File: config.mk
export PLATFORM = sky130hd
export DESIGN_NAME = hrx_rx_proc
export DESIGN_NICKNAME = d
export VERILOG_FILES = /design/src/shared/hrx_pkg.sv /design/src/logic/hrx_sat_cnt.sv /design/src/logic/hrx_rx_proc.sv
export SDC_FILE = /design/constraint.sdc
export NUM_CORES = 1
export LEC_CHECK = 0
export ABC_AREA = 0
export BUFFER_PORTS_ARGS = -buffer_cell sky130_fd_sc_hd__buf_2
export CAP_MARGIN = 30
export CORE_MARGIN = 4
export CORE_UTILIZATION = 55
export DETAILED_ROUTE_END_ITERATION = 16
export PLACE_DENSITY = 0.73
export SKIP_CTS_REPAIR_TIMING = 1
export SLEW_MARGIN = 20
export SYNTH_ARGS = -nofsm -noshare
export SYNTH_HDL_FRONTEND = slang
export SYNTH_HIERARCHICAL = 1
export SYNTH_SLANG_ARGS = --single-unit
File: constraint.sdc
create_clock -name clock -period 13.1 [get_ports clock]
set_input_delay 1.965 -clock clock [delete_from_list [all_inputs] [get_ports clock]]
set_output_delay 1.965 -clock clock [all_outputs]
set_load 0.005 [all_outputs]
File: src/shared/hrx_pkg.sv
// package: constants and carrier types for the hdlc receive processor
`default_nettype none
package hrx_pkg;
    // register byte addresses
    localparam logic [7:0] ADDR_CTRL = 8'h00;
    localparam logic [7:0] ADDR_SIZE = 8'h04;
    localparam logic [7:0] ADDR_STAT = 8'h08;
    localparam logic [7:0] ADDR_CABT = 8'h0c;
    localparam logic [7:0] ADDR_CSIZ = 8'h10;
    localparam logic [7:0] ADDR_CFCS = 8'h14;
    localparam logic [7:0] ADDR_CGOOD = 8'h18;
    // control fields
    localparam int CTRL_CC = 0;
    localparam int CTRL_DSCR = 1;
    localparam int CTRL_FCS = 2;
    localparam int CTRL_FCS32 = 3;
    localparam int CTRL_XTRC = 4;
    localparam int CTRL_REORD = 5;
    localparam logic [31:0] CTRL_MASK = 32'h0000_003f;
    localparam logic [31:0] CTRL_RST = 32'h0000_0016;
    // size fields: minimum low half, maximum high half
    localparam int SIZE_MIN_LSB = 0;
    localparam int SIZE_MAX_LSB = 16;
    localparam logic [31:0] SIZE_RST = 32'h0600_0004;
    // framing
    localparam logic [7:0] FLAG_PAT = 8'h7e;
    localparam logic [4:0] GAP_MIN = 5'h17;
    localparam logic [4:0] FILL_WIN = 5'h10;
    localparam logic [2:0] DLY_N = 3'h7;
    // fcs
    localparam logic [15:0] CRC16_POLY = 16'h8408;
    localparam logic [31:0] CRC32_POLY = 32'hedb8_8320;
    localparam logic [15:0] CRC16_GOOD = 16'hf0b8;
    localparam logic [31:0] CRC32_GOOD = 32'hdebb_20e3;

    typedef enum logic {HRX_HUNT, HRX_OPEN} hrx_frame_type;

    typedef struct packed {
        logic        psel;
        logic        penable;
        logic        pwrite;
        logic [7:0]  paddr;
        logic [31:0] pwdata;
    } hrx_apb_req_type;

    typedef struct packed {
        logic [31:0] prdata;
        logic        pready;
        logic        pslverr;
    } hrx_apb_rsp_type;

    // mod holds valid bytes minus one
    typedef struct packed {
        logic [31:0] data;
        logic        sop;
        logic        eop;
        logic        abort;
        logic [1:0]  mod;
    } hrx_word_type;
endpackage
`default_nettype wire

File: src/logic/hrx_sat_cnt.sv
// saturating statistics counter with clear
`default_nettype none
module hrx_sat_cnt #(
    parameter int unsigned CNT_W = 16
) (
    // clock and reset
    input  wire logic             clock,
    input  wire logic             rst,
    // control
    input  wire logic             inc,
    input  wire logic             clr,
    // value
    output logic [CNT_W-1:0]      count
);
    typedef struct packed {
        logic [CNT_W-1:0] count;
    } hrx_cnt_type;

    hrx_cnt_type s;
    hrx_cnt_type n;

    if (CNT_W < 1 || CNT_W > 32) begin : g_bad
        $error("hrx_sat_cnt: CNT_W must be 1 to 32");
    end

    // clear then increment in one cycle gives one, stop at all ones
    always_comb begin
        n = s;
        if (clr) begin
            n.count = '0;
        end
        if (inc && !(&n.count)) begin
            n.count = n.count + 1'b1;
        end
    end

    always_ff @(posedge clock or posedge rst) begin
        if (rst) begin
            s <= '0;
        end else begin
            s <= n;
        end
    end

    assign count = s.count;
endmodule
`default_nettype wire

File: src/logic/hrx_rx_proc.sv
// receive hdlc packet processor: serial bits in, tagged 32-bit words out
//
// Added by the designer: the placing of the registers and the APB interface to the registers.
`default_nettype none
module hrx_rx_proc #(
    parameter int unsigned CNT_W = 16
) (
    // clock and reset
    input  wire logic                     clock,
    input  wire logic                     rst,
    // serial stream
    input  wire logic                     rx_bit,
    input  wire logic                     rx_bit_valid,
    // register bus
    input  wire hrx_pkg::hrx_apb_req_type apb_req,
    output hrx_pkg::hrx_apb_rsp_type      apb_rsp,
    // receive fifo side
    output hrx_pkg::hrx_word_type         rx_fifo_word,
    output logic                          rx_fifo_valid
);
    typedef struct packed {
        hrx_pkg::hrx_frame_type st;
        logic [42:0]            scr;
        logic [7:0]             hist;
        logic [2:0]             ones;
        logic [4:0]             gap;
        logic [6:0]             dly;
        logic [2:0]             dly_n;
        logic [7:0]             sh;
        logic [2:0]             nbit;
        logic [15:0]            nbyte;
        logic [31:0]            crc;
        logic [31:0]            hold;
        logic [2:0]             hold_n;
        logic [31:0]            acc;
        logic [2:0]             acc_n;
        logic                   sop_due;
        hrx_pkg::hrx_word_type  out;
        logic                   out_v;
        logic [31:0]            ctrl;
        logic [31:0]            size;
        logic [31:0]            rdata;
    } hrx_core_type;

    hrx_core_type s;
    hrx_core_type n;

    if (CNT_W < 1 || CNT_W > 32) begin : g_bad
        $error("hrx_rx_proc: CNT_W must be 1 to 32");
    end

    logic             cc;
    logic             fcs_on;
    logic             fcs32;
    logic [2:0]       fcs_len;
    logic [15:0]      min_len;
    logic [15:0]      max_len;
    logic             d;
    logic [7:0]       win;
    logic             is_flag;
    logic             is_seven;
    logic             is_stuff;
    logic             dbit_v;
    logic             dbit;
    logic             byte_v;
    logic [7:0]       byte_val;
    logic             rel;
    logic [7:0]       rel_byte;
    logic             rel_last;
    logic             end_v;
    logic             end_ab;
    logic             inc_ab;
    logic             inc_sz;
    logic             inc_fcs;
    logic             inc_good;
    logic             wr;
    logic             hit;
    logic [31:0]      rd_mux;
    logic [CNT_W-1:0] cnt_ab;
    logic [CNT_W-1:0] cnt_sz;
    logic [CNT_W-1:0] cnt_fcs;
    logic [CNT_W-1:0] cnt_good;

    // one reflected crc step, 16-bit form kept in the low half
    function automatic logic [31:0] crc_step(input logic [31:0] c, input logic x, input logic w32);
        logic        fb;
        logic [31:0] r;
        fb = c[0] ^ x;
        r = {1'b0, c[31:1]};
        if (w32) begin
            r = r ^ (fb ? hrx_pkg::CRC32_POLY : 32'h0000_0000);
        end else begin
            r = {16'h0000, {1'b0, c[15:1]} ^ (fb ? hrx_pkg::CRC16_POLY : 16'h0000)};
        end
        return r;
    endfunction

    // configuration views
    assign cc = s.ctrl[hrx_pkg::CTRL_CC];
    assign fcs_on = s.ctrl[hrx_pkg::CTRL_FCS];
    assign fcs32 = s.ctrl[hrx_pkg::CTRL_FCS32];
    assign min_len = s.size[hrx_pkg::SIZE_MIN_LSB +: 16];
    assign max_len = s.size[hrx_pkg::SIZE_MAX_LSB +: 16];
    assign fcs_len = (fcs_on && s.ctrl[hrx_pkg::CTRL_XTRC]) ? (fcs32 ? 3'h4 : 3'h2) : 3'h0;
    assign wr = apb_req.psel && apb_req.penable && apb_req.pwrite;

    // whole datapath and register file next state
    always_comb begin
        n = s;
        n.out_v = 1'b0;
        d = rx_bit ^ (s.ctrl[hrx_pkg::CTRL_DSCR] & s.scr[42]);
        win = {s.hist[6:0], d};
        is_flag = 1'b0;
        is_seven = 1'b0;
        is_stuff = 1'b0;
        dbit_v = 1'b0;
        dbit = 1'b0;
        byte_v = 1'b0;
        byte_val = 8'h00;
        rel = 1'b0;
        rel_byte = 8'h00;
        rel_last = 1'b0;
        end_v = 1'b0;
        end_ab = 1'b0;
        inc_ab = 1'b0;
        inc_sz = 1'b0;
        inc_fcs = 1'b0;
        inc_good = 1'b0;
        // bit level: descramble, delineate, destuff
        if (rx_bit_valid) begin
            n.scr = {s.scr[41:0], rx_bit};
            if (cc) begin
                dbit_v = 1'b1;
                dbit = d;
            end else begin
                n.hist = win;
                n.ones = d ? ((s.ones == 3'h7) ? 3'h7 : s.ones + 3'h1) : 3'h0;
                n.gap = (s.gap >= hrx_pkg::GAP_MIN) ? s.gap : s.gap + 5'h01;
                is_flag = (win == hrx_pkg::FLAG_PAT);
                is_seven = d && (s.ones == 3'h6);
                is_stuff = !d && (s.ones == 3'h5);
                if (is_flag) begin
                    // every flag opens a new packet; it closes an open one only after the minimum gap, else drops it
                    n.st = hrx_pkg::HRX_OPEN;
                    n.gap = 5'h00;
                    n.dly_n = 3'h0;
                    n.nbit = 3'h0;
                    n.nbyte = 16'h0000;
                    n.crc = fcs32 ? 32'hffff_ffff : 32'h0000_ffff;
                    n.hold_n = 3'h0;
                    n.acc_n = 3'h0;
                    if (s.st == hrx_pkg::HRX_OPEN && s.gap >= hrx_pkg::GAP_MIN) begin
                        end_v = 1'b1;
                        if (s.nbit != 3'h0 || s.nbyte < min_len) begin
                            end_ab = 1'b1;
                            inc_sz = 1'b1;
                        end else if (fcs_on && (fcs32 ? (s.crc != hrx_pkg::CRC32_GOOD)
                                                      : (s.crc[15:0] != hrx_pkg::CRC16_GOOD))) begin
                            end_ab = 1'b1;
                            inc_fcs = 1'b1;
                        end else begin
                            inc_good = 1'b1;
                        end
                    end
                end else if (s.st == hrx_pkg::HRX_OPEN) begin
                    if (is_seven) begin
                        n.st = hrx_pkg::HRX_HUNT;
                        if (s.gap >= hrx_pkg::FILL_WIN) begin
                            end_v = 1'b1;
                            end_ab = 1'b1;
                            inc_ab = 1'b1;
                        end else begin
                            n.acc_n = 3'h0;
                        end
                    end else if (!is_stuff) begin
                        // seven-bit delay so flag bits never reach the packer
                        n.dly = {s.dly[5:0], d};
                        if (s.dly_n == hrx_pkg::DLY_N) begin
                            dbit_v = 1'b1;
                            dbit = s.dly[6];
                        end else begin
                            n.dly_n = s.dly_n + 3'h1;
                        end
                    end
                end
            end
        end
        // byte assembly and fcs accumulation
        if (dbit_v) begin
            if (!cc) begin
                n.crc = crc_step(s.crc, dbit, fcs32);
            end
            n.sh = s.ctrl[hrx_pkg::CTRL_REORD] ? {dbit, s.sh[7:1]} : {s.sh[6:0], dbit};
            n.nbit = s.nbit + 3'h1;
            if (s.nbit == 3'h7) begin
                byte_v = 1'b1;
                byte_val = n.sh;
                n.nbyte = s.nbyte + 16'h0001;
            end
        end
        // pseudo-packets or size check and fcs hold-back
        if (byte_v && cc) begin
            rel = 1'b1;
            rel_byte = byte_val;
            rel_last = (n.nbyte >= max_len);
            if (rel_last) begin
                n.nbyte = 16'h0000;
            end
        end else if (byte_v) begin
            if (n.nbyte > max_len) begin
                n.st = hrx_pkg::HRX_HUNT;
                end_v = 1'b1;
                end_ab = 1'b1;
                inc_sz = 1'b1;
            end else if (s.hold_n < fcs_len) begin
                n.hold = {s.hold[23:0], byte_val};
                n.hold_n = s.hold_n + 3'h1;
            end else begin
                rel = 1'b1;
                rel_byte = (fcs_len == 3'h4) ? s.hold[31:24] : (fcs_len == 3'h2) ? s.hold[15:8] : byte_val;
                n.hold = {s.hold[23:0], byte_val};
            end
        end
        // word packing, a full framed word waits for the next byte or the end; clear channel sends it at once
        if (rel) begin
            if (s.acc_n == 3'h4) begin
                n.out_v = 1'b1;
                n.out = '{data: s.acc, sop: s.sop_due, eop: 1'b0, abort: 1'b0, mod: 2'h3};
                n.sop_due = 1'b0;
                n.acc = {24'h00_0000, rel_byte};
                n.acc_n = 3'h1;
            end else begin
                n.acc[{s.acc_n[1:0], 3'h0} +: 8] = rel_byte;
                n.acc_n = s.acc_n + 3'h1;
                if (cc && (s.acc_n == 3'h3 || rel_last)) begin
                    n.out_v = 1'b1;
                    n.out = '{data: n.acc, sop: s.sop_due, eop: rel_last, abort: 1'b0, mod: s.acc_n[1:0]};
                    n.sop_due = rel_last;
                    n.acc_n = 3'h0;
                end
            end
        end
        if (end_v) begin
            if (s.acc_n != 3'h0) begin
                n.out_v = 1'b1;
                n.out = '{data: s.acc, sop: s.sop_due, eop: 1'b1, abort: end_ab, mod: 2'(s.acc_n - 3'h1)};
            end
            n.acc_n = 3'h0;
            n.sop_due = 1'b1;
        end
        if (is_flag) begin
            n.sop_due = 1'b1;
        end
        // register file
        hit = 1'b1;
        unique case (apb_req.paddr)
            hrx_pkg::ADDR_CTRL:  rd_mux = s.ctrl;
            hrx_pkg::ADDR_SIZE:  rd_mux = s.size;
            hrx_pkg::ADDR_STAT:  rd_mux = {31'h0, s.st == hrx_pkg::HRX_OPEN};
            hrx_pkg::ADDR_CABT:  rd_mux = 32'(cnt_ab);
            hrx_pkg::ADDR_CSIZ:  rd_mux = 32'(cnt_sz);
            hrx_pkg::ADDR_CFCS:  rd_mux = 32'(cnt_fcs);
            hrx_pkg::ADDR_CGOOD: rd_mux = 32'(cnt_good);
            default: begin
                rd_mux = 32'h0000_0000;
                hit = 1'b0;
            end
        endcase
        if (apb_req.psel && !apb_req.penable) begin
            n.rdata = rd_mux;
        end
        if (wr && apb_req.paddr == hrx_pkg::ADDR_CTRL) begin
            n.ctrl = apb_req.pwdata & hrx_pkg::CTRL_MASK;
        end
        if (wr && apb_req.paddr == hrx_pkg::ADDR_SIZE) begin
            n.size = apb_req.pwdata;
        end
    end

    // state register, cleared by reset except sop_due, ctrl and size
    always_ff @(posedge clock or posedge rst) begin
        if (rst) begin
            s <= '0;
            s.sop_due <= 1'b1;
            s.ctrl <= hrx_pkg::CTRL_RST;
            s.size <= hrx_pkg::SIZE_RST;
        end else begin
            s <= n;
        end
    end

    // statistics counters, a write to the address clears
    hrx_sat_cnt #(.CNT_W(CNT_W)) u_cnt_ab (
        .clock (clock),
        .rst   (rst),
        .inc   (inc_ab),
        .clr   (wr && apb_req.paddr == hrx_pkg::ADDR_CABT),
        .count (cnt_ab)
    );
    hrx_sat_cnt #(.CNT_W(CNT_W)) u_cnt_sz (
        .clock (clock),
        .rst   (rst),
        .inc   (inc_sz),
        .clr   (wr && apb_req.paddr == hrx_pkg::ADDR_CSIZ),
        .count (cnt_sz)
    );
    hrx_sat_cnt #(.CNT_W(CNT_W)) u_cnt_fcs (
        .clock (clock),
        .rst   (rst),
        .inc   (inc_fcs),
        .clr   (wr && apb_req.paddr == hrx_pkg::ADDR_CFCS),
        .count (cnt_fcs)
    );
    hrx_sat_cnt #(.CNT_W(CNT_W)) u_cnt_good (
        .clock (clock),
        .rst   (rst),
        .inc   (inc_good),
        .clr   (wr && apb_req.paddr == hrx_pkg::ADDR_CGOOD),
        .count (cnt_good)
    );

    // outputs
    assign apb_rsp = '{prdata: s.rdata, pready: 1'b1, pslverr: apb_req.psel && apb_req.penable && !hit};
    assign rx_fifo_word = s.out;
    assign rx_fifo_valid = s.out_v;
endmodule
`default_nettype wire

# == Word-level counts from Yosys, hierarchy flattened ==
# Index checks and enable logic that the tools add are counted.
# totals
ff_bits,372
in_bits,47
word_cells,277
# op_classes
n_addsub,13
n_lt_le_gt_ge,6
n_eq_ne,25
shift,2
n_mux,137
bitwise,11
reduce_logical,54
# ops
operator,n
case mux 32 bit (7 select lines),1
2-to-1 mux 51 bit,4
2-to-1 mux 16 bit,12
2-to-1 mux 32 bit,4
2-to-1 mux 42 bit,3
adder 16 x 1 -> 16 bit (second input constant),5
2-to-1 mux 1 bit,74
2-to-1 mux 74 bit,1
2-to-1 mux 8 bit,9
2-to-1 mux 70 bit,1
AND reduction 16 bit,4
2-to-1 mux 3 bit,19
2-to-1 mux 38 bit,1
bitwise mux 32 bit,1
!= test 32 bit (second input constant),1
variable shift 8 x 7 -> 32 bit (first input constant),1
indexed part select 8 x 7 -> 32 bit,1
XOR 31 x 32 -> 32 bit,1
2-to-1 mux 10 bit,3
2-to-1 mux 26 bit,1
== test 8 x 5 -> 1 bit (second input constant),3
== test 3 bit (second input constant),7
logical AND 1 bit,21
== test 8 x 4 -> 1 bit (second input constant),2
34 further kinds,68

# == Logic depth before layout (Yosys ltp) ==
# Gate-level depths: netlist (run 1).
# logic_depth
word_depth,28
depth_mapped,21
depth_no_buf,20

# == Cells and area by module ==
# The synthesis (run 1) kept the hierarchy.
# modules_own_cells
mod,instances,cells_per_inst,area_per_inst_um2,seq_area_each_um2
hrx_rx_proc,1,1568,15579.9,7691.1
hrx_sat_cnt (u_cnt_ab ...),3,87,875.8,400.4
hrx_sat_cnt (u_cnt_sz),1,93,913.4,400.4

# == Worst setup path before layout (run 1) ==
# Ideal clock, no wire load.
# synth_timing
path_kind,input to register
startpoint,input port rx_bit
endpoint,"register u_cnt_sz.s, in the netlist u_cnt_sz/count[13]"
setup_ps,78
arrival_ps,6040
slack_ps,6982
stages,18
n_path_buf,0
cell_sequence,a21bo_2 > a21boi_1 > a211o_1 > a21oi_1 > nand4_1 > nor2_1 > xnor2_1 > nor2_1 > ha_1 > nand4_1 > nor3_1 > o21a_1 > o2111ai_2 > o21ai_0 > nand3_1 > or3_4 > or4_1 > a21oi_1
# synth_lines
element,line_no,source
start: declaration,hrx_rx_proc.sv:12,"input wire logic rx_bit,"
end signal: assignment,hrx_sat_cnt.sv:41,s <= n;
end: declaration,hrx_sat_cnt.sv:19,hrx_cnt_type s;

==> qor.txt, run 1 <==
======================================================================================
Area occupied by registers                                                0.00929 sq mm
Capturing instance or port of the critical path                           rx_fifo_word[18]
Critical path arrival                                                          7.41 ns
Min Tclk post-route                                                            6.94 ns
Core outline area                                                         0.0345 sq mm
Effective utilization at floorplan                                               0.555
Area growth syn-to-layout                                                        9.46%
Clk buf depth                                                                        3
Worst reg2reg endpoint                                                    rx_fifo_word[18]
Die span in y                                                                   194 um
Power density cells                                                        121 mW/mm^2
Tot GR Track Use                                                                 0.236
Reg-to-Reg Start                                                                s[279]
CP Data Required Time                                                         13.57 ns
Clock-pin slew on the worst setup and hold paths                               0.06 ns
Vias in the first global route                                                   14424
Largest family of logic cells by synthesized area                         simple AND/OR/NAND/NOR gates
Xor and xnor area share after synthesis                                         0.0197
Crit Path Max Fanout                                                                19
Hold/Removal Path Class                                                   register to register
Clock sink total                                                                   371
Share of synthesized cell area in and, or, nand and nor gates                    0.171
Gate count after technology mapping                                               1922
Yosys warning count                                                                  6
Pre-antenna DRT Iters                                                                5
Layout net count                                                                  2039
Final-layout setup total negative slack                                           0 ns
Setup crit start                                                                rx_bit
Total I/O pin count                                                                119
Cell type with the largest total area after synthesis                          dfrtp_1
Share of the synthesized area in the top cell type                               0.476
Number of synthesized flops with an enable pin                                       0
Status                                                                       completed
Detailed-route wire length                                                    45300 um
Total number of H-tree levels                                                        2
Drt first-iter violations                                                         1201
Count of unresolved DRC violations after routing                                     0
Setup Viol. Count Final                                                              0
Global-route wire length before repair                                        75300 um
Area of the multi-input gates                                             0.00867 sq mm
Initial antenna violation count                                                      0
Leakage power total                                                          0.0101 uW
Sum of net half-perimeters after detailed placement                           30900 um
Peak supply drop                                                            0.000115 V
Largest clock skew in the final design                                       0.0181 ns
Cell with the most instances after synthesis                                   dfrtp_1
Aggregate global routing overflow                                                    0
Synth Register Bits                                                                371
Die Width                                                                       194 um
CTS root buf                                                                 clkbuf_16
Period utilization                                                               0.530
Average wire per cell in the routed design                                     18.7 um
FF-to-FF path depth                                                                 20
Post-synthesis average cell area                                            9.95 sq um
Distinct cell type count after synthesis                                            88
Cell area after synthesis                                                 0.0191 sq mm
Area fraction in compound gates after synthesis                                  0.155
Worst Setup Path Type                                                     primary input to register
Portion of netlist area occupied by mux cells                                   0.0720
Number of antenna diodes                                                             0
Row count                                                                           68
Cells taking the most area after synthesis                                dfrtp_1, nand2_1, mux2_2
Critical path startpoint category                                         primary input
Hold Worst Slack                                                              0.472 ns
Worst skew pair latency                                                        0.55 ns
Synthesized netlist net count                                                     2020
Top cell types by occurrence after synthesis                              dfrtp_1, nand2_1, nor2_1
Fraction of registers with async set or reset after synthesis                     1.00
Area of the die                                                           0.0378 sq mm
Setup repair after global routing missed its margin                              false
Fraction of the yosys area taken by sequential cells                             0.486
Weighted congestion reported at the end of routability-driven placement          0.875
Number of endpoints with negative hold slack in the final report                     0
Vias per inst                                                                     5.99
R2R setup slack                                                                7.12 ns
Clock tree from TritonCTS                                                          yes
TritonCTS Buffers                                                                   41
Max-Slew Margin vs Limit                                                         0.351
Antenna violation net count after detailed routing                                   0
Top FF cell, synth                                                             dfrtp_1
Max Transition Viols Final                                                           0
Proportion of layout cells with a drive suffix above 1                           0.168
Fill cells                                                                        2858
Buffers added on ports                                                             117
Max Cap Violations                                                                   0
Pin slew with the least headroom to its limit                                 0.974 ns
CP Capture Type                                                               register
Upper clock frequency limit                                                    144 MHz
Fraction of the mapped netlist area in adder cells                              0.0334
Vias                                                                             14530
Pin count of the biggest net entering global routing                               107
======================================================================================
==> stage by stage <==
stage | utilization | power [uW] | cell area [sq um] | setup slack (ns) | instances
after floorplan | - | 1370 | 19100 | 2.66 | 1922
after detailed placement | 0.568 | 1420 | 19600 | 5.72 | 2351
after global routing | 0.607 | 2640 | 20900 | 5.72 | 2426
final | 0.607 | 2540 | 20900 | 6.16 | 2426
after global placement | 0.567 | 1410 | 19500 | 5.49 | 2347
after CTS | 0.606 | 2560 | 20900 | 6.25 | 2424
==> how the worst min path moves through the flow <==
stage                start           to  slack (ns)  cells after the start
2_1_floorplan       s[288]       s[288]        0.44                      2
3_3_place_gp        s[288]       s[288]        0.45                      2
3_5_place_dp   apb_rsp[18]  apb_rsp[18]        0.47                      2
4_1_cts        apb_rsp[18]  apb_rsp[18]        0.48                      2
5_1_grt        apb_rsp[18]  apb_rsp[18]        0.49                      2
6_report       apb_rsp[18]  apb_rsp[18]        0.47                      2
==> cell type report <==
class,count,share of cell area
flip-flops and latches,371,0.444
multi-input cells,1318,0.414
well taps,455,0.0272
clock buffers,67,0.0610
inverters,66,0.0122
clock inverters,6,0.00281
repair buffers,143,0.0385
==> routing by layer <==
layer | vias up | global-route usage | routed length, um
met5 | - | 0 | 0
met4 | 0 | 0.0674 | 1080
met3 | 79 | 0.0338 | 2270
met2 | 403 | 0.373 | 21000
met1 | 7249 | 0.344 | 20900
li1 | 6799 | - | -
==> worst max-delay path, stage by stage <==
cell	delay, ns
buf_2	0.12
a21boi_1	0.22
nor2_1	0.21
a211o_1	0.42
a211oi_1	0.49
and2_1	0.33
nand4_1	0.15
xor2_1	0.20
nor2_1	0.06
ha_1	0.31
a211oi_1	0.25
o21ai_0	0.16
a221o_1	0.43
o21ba_2	0.35
o22ai_1	0.76
and2_1	0.51
buf_8	0.24
a22oi_1	0.10
o21ai_1	0.13
==> layout by cell type, fill, tap and decap left out, types with 30 or more instances in the layout <==
cell | Yosys | final
nor2_1 | 122 | 121
nor3_1 | 44 | 43
dfrtp_1 | 364 | 364
a22o_1 | 48 | 48
nand3_1 | 37 | 37
xnor2_1 | 30 | 30
ha_1 | 51 | 51
clkbuf_16 | 0 | 43
o21ai_0 | 116 | 116
inv_1 | 65 | 64
mux2i_1 | 33 | 33
a21oi_1 | 96 | 96
o21ai_1 | 33 | 33
buf_2 | 17 | 118
nand2_1 | 240 | 240
mux2_2 | 79 | 79
nor2b_1 | 32 | 30
==> sequential cells by signal, indices dropped and copies added (netlist names), named ones only <==
signal	count
apb_rsp	32
cc	1
fcs32	1
fcs_on	1
max_len	16
min_len	16
rx_fifo_valid	1
rx_fifo_word	37
s	192
u_cnt_ab/count	16
u_cnt_fcs/count	16
u_cnt_good/count	16
u_cnt_sz/count	16
==> kinds of logic after synthesis <==
family,Yosys count
XOR/XNOR,43
buffers and inverters,233
multiplexers,125
adder cells (fa/ha/maj),51
AO/OA/AOI/OAI,457
other,1
AND/OR/NAND/NOR,641
flip-flops,371
==> power by group <==
part	switching [uW]	leakage, uW	internal [uW]
Clock	458	0.000659	683
Sequential	39.4	0.00491	1210
Combinational	81.9	0.00453	67.2
Total	580	0.0101	1960
No activity file was read; power rests on OpenSTA's default activity.
==> run 2, diff against run 1 <==
- PLACE_DENSITY: 0.73 -> 0.76
- clock period: 13.1 -> 6.08 ns (I/O delays scaled with it)
==> qor.txt, run 2 (synthesis results as in run 1) <==
======================================================================================
CP Data Required Time                                                          6.54 ns
Layout net count                                                                  2051
Row count                                                                           68
Largest delay contributor family on the critical path                     simple AND/OR/NAND/NOR gates
Post-layout utilization of the core                                              0.611
Vias per inst                                                                     5.99
Worst skew pair latency                                                        0.54 ns
Number of endpoints with negative hold slack in the final report                     0
CP Buf/Inv Count                                                                     1
Core outline area                                                         0.0345 sq mm
Tot GR Track Use                                                                 0.237
CTS root buf                                                                 clkbuf_16
Detailed-route wire length                                                    45800 um
Setup Viol. Count Final                                                              0
Effective utilization at floorplan                                               0.555
Non-filler cells in the finished layout                                           2440
Antenna violation net count after detailed routing                                   0
Vias in the first global route                                                   14571
Average wire per cell in the routed design                                     18.8 um
Clk buf depth                                                                        3
Largest clock skew in the final design                                       0.0213 ns
Setup repair after global routing missed its margin                              false
Initial antenna violation count                                                      0
Aggregate global routing overflow                                                    0
Pre-antenna DRT Iters                                                                5
Count of unresolved DRC violations after routing                                     0
Total cell area at the placement stage                                    0.0196 sq mm
Number of flip-flops under the largest register name                               192
Pin slew with the least headroom to its limit                                 0.914 ns
Most frequent standard cell in the layout excluding fill and tap cells         dfrtp_1
Clock sink total                                                                   371
Die span in y                                                                   194 um
TritonCTS Buffers                                                                   41
Min Tclk post-route                                                            5.55 ns
Global-route wire length before repair                                        75900 um
Power density cells                                                        263 mW/mm^2
Worst-path cell chain                                                     inv_1, ha_1, and2_1, a21boi_1, a211o_1, a211oi_1, and2_1, nand4_1, xor2_1, nor2_1, ha_1, nand4_1, nor3_1, o21a_1, o2111ai_2, o21ai_0, nand3_1, or3_4, or4_1, a21oi_1
Buffers added on ports                                                             117
Commonest cells after routing, fill and taps aside                        dfrtp_1, nand2_1, nor2_1
Hold/Removal Path Class                                                   primary input to async pin
Upper clock frequency limit                                                    180 MHz
Vias                                                                             14605
Status                                                                       completed
Peak supply drop                                                            0.000209 V
Master of the slowest instance on the critical path                              or4_1
Critical path startpoint category                                             register
Final-layout setup total negative slack                                           0 ns
Sum of net half-perimeters after detailed placement                           31700 um
Total I/O pin count                                                                119
CP max stage delay                                                             0.53 ns
Die Width                                                                       194 um
Hold Worst Slack                                                              0.405 ns
Total number of H-tree levels                                                        2
Area growth syn-to-layout                                                        10.2%
Worst Setup Path Type                                                     register to register
CP Capture Type                                                               register
Area of all placed cells without fillers                                  0.0211 sq mm
Proportion of layout cells with a drive suffix above 1                           0.177
Pin count of the biggest net entering global routing                               160
Clock-pin slew on the worst setup and hold paths                               0.06 ns
Max Transition Viols Final                                                           0
Fill cells                                                                        2862
Max Cap Violations                                                                   0
Max-Slew Margin vs Limit                                                         0.382
Period utilization                                                               0.913
Number of antenna diodes                                                             0
Area of the die                                                           0.0378 sq mm
Crit Path Max Fanout                                                                 6
Top reg by flops                                                                     s
Weighted congestion reported at the end of routability-driven placement          0.930
Drt first-iter violations                                                         1154
Critical path arrival                                                          6.01 ns
Leakage power total                                                          0.0102 uW
Placed cell count                                                                 2361
Clock tree from TritonCTS                                                          yes
======================================================================================
## run 2: changes by cell type in the layout (fill, tap and decap cells not counted), sizes merged
cell and delta:
buf +10, bufinv +1, clkbuf -2, clkinv +4, clkinvlp +1
## run 2: layout make-up
type	count	area [sq um]	area share
sequential	371	9290	0.441
multi-input combinational	1318	8670	0.412
clock buffer	63	1270	0.0603
timing repair buffer	155	896	0.0425
tap	455	569	0.0270
inverter	66	251	0.0119
clock inverter	12	118	0.00558
## run 2: worst paths after layout
check / to / startpoint / depth (start not counted) / slack [ns]
setup / recovery: u_cnt_sz/count[14] / s[279] / 20 / 0.53
min in group clock: apb_rsp[9] / apb_rsp[9] / 2 / 0.47
max in group asynchronous: apb_rsp[8] / rst / 4 / 4.44
setup reg to reg: u_cnt_sz/count[14] / s[279] / 20 / 0.53
hold reg to reg: apb_rsp[9] / apb_rsp[9] / 2 / 0.47
hold / removal: apb_rsp[6] / rst / 2 / 0.41
## run 2: power by group
group | switching [uW] | internal (uW)
logic | 181 | 146
clock network | 1010 | 1530
registers | 86.2 | 2600
total | 1270 | 4270
## run 2: through the flow
| step | setup WS (ns) | total power (uW) |
|---|---|---|
| finish | 0.528 | 5550 |
| global placement | 0.407 | 3030 |
| floorplan | 1.01 | 2950 |
| CTS | 0.605 | 5590 |
| detailed placement | 0.279 | 3060 |
| global route | 0.115 | 5750 |
## run 2: routing by layer
metal  wire length (um)  vias up  GRT usage
met3               2710      112     0.0369
met1              20400     7203      0.338
met2              21200      454      0.373
met4               1540        0     0.0852
met5                  0        -          0
li1                   -     6836          -
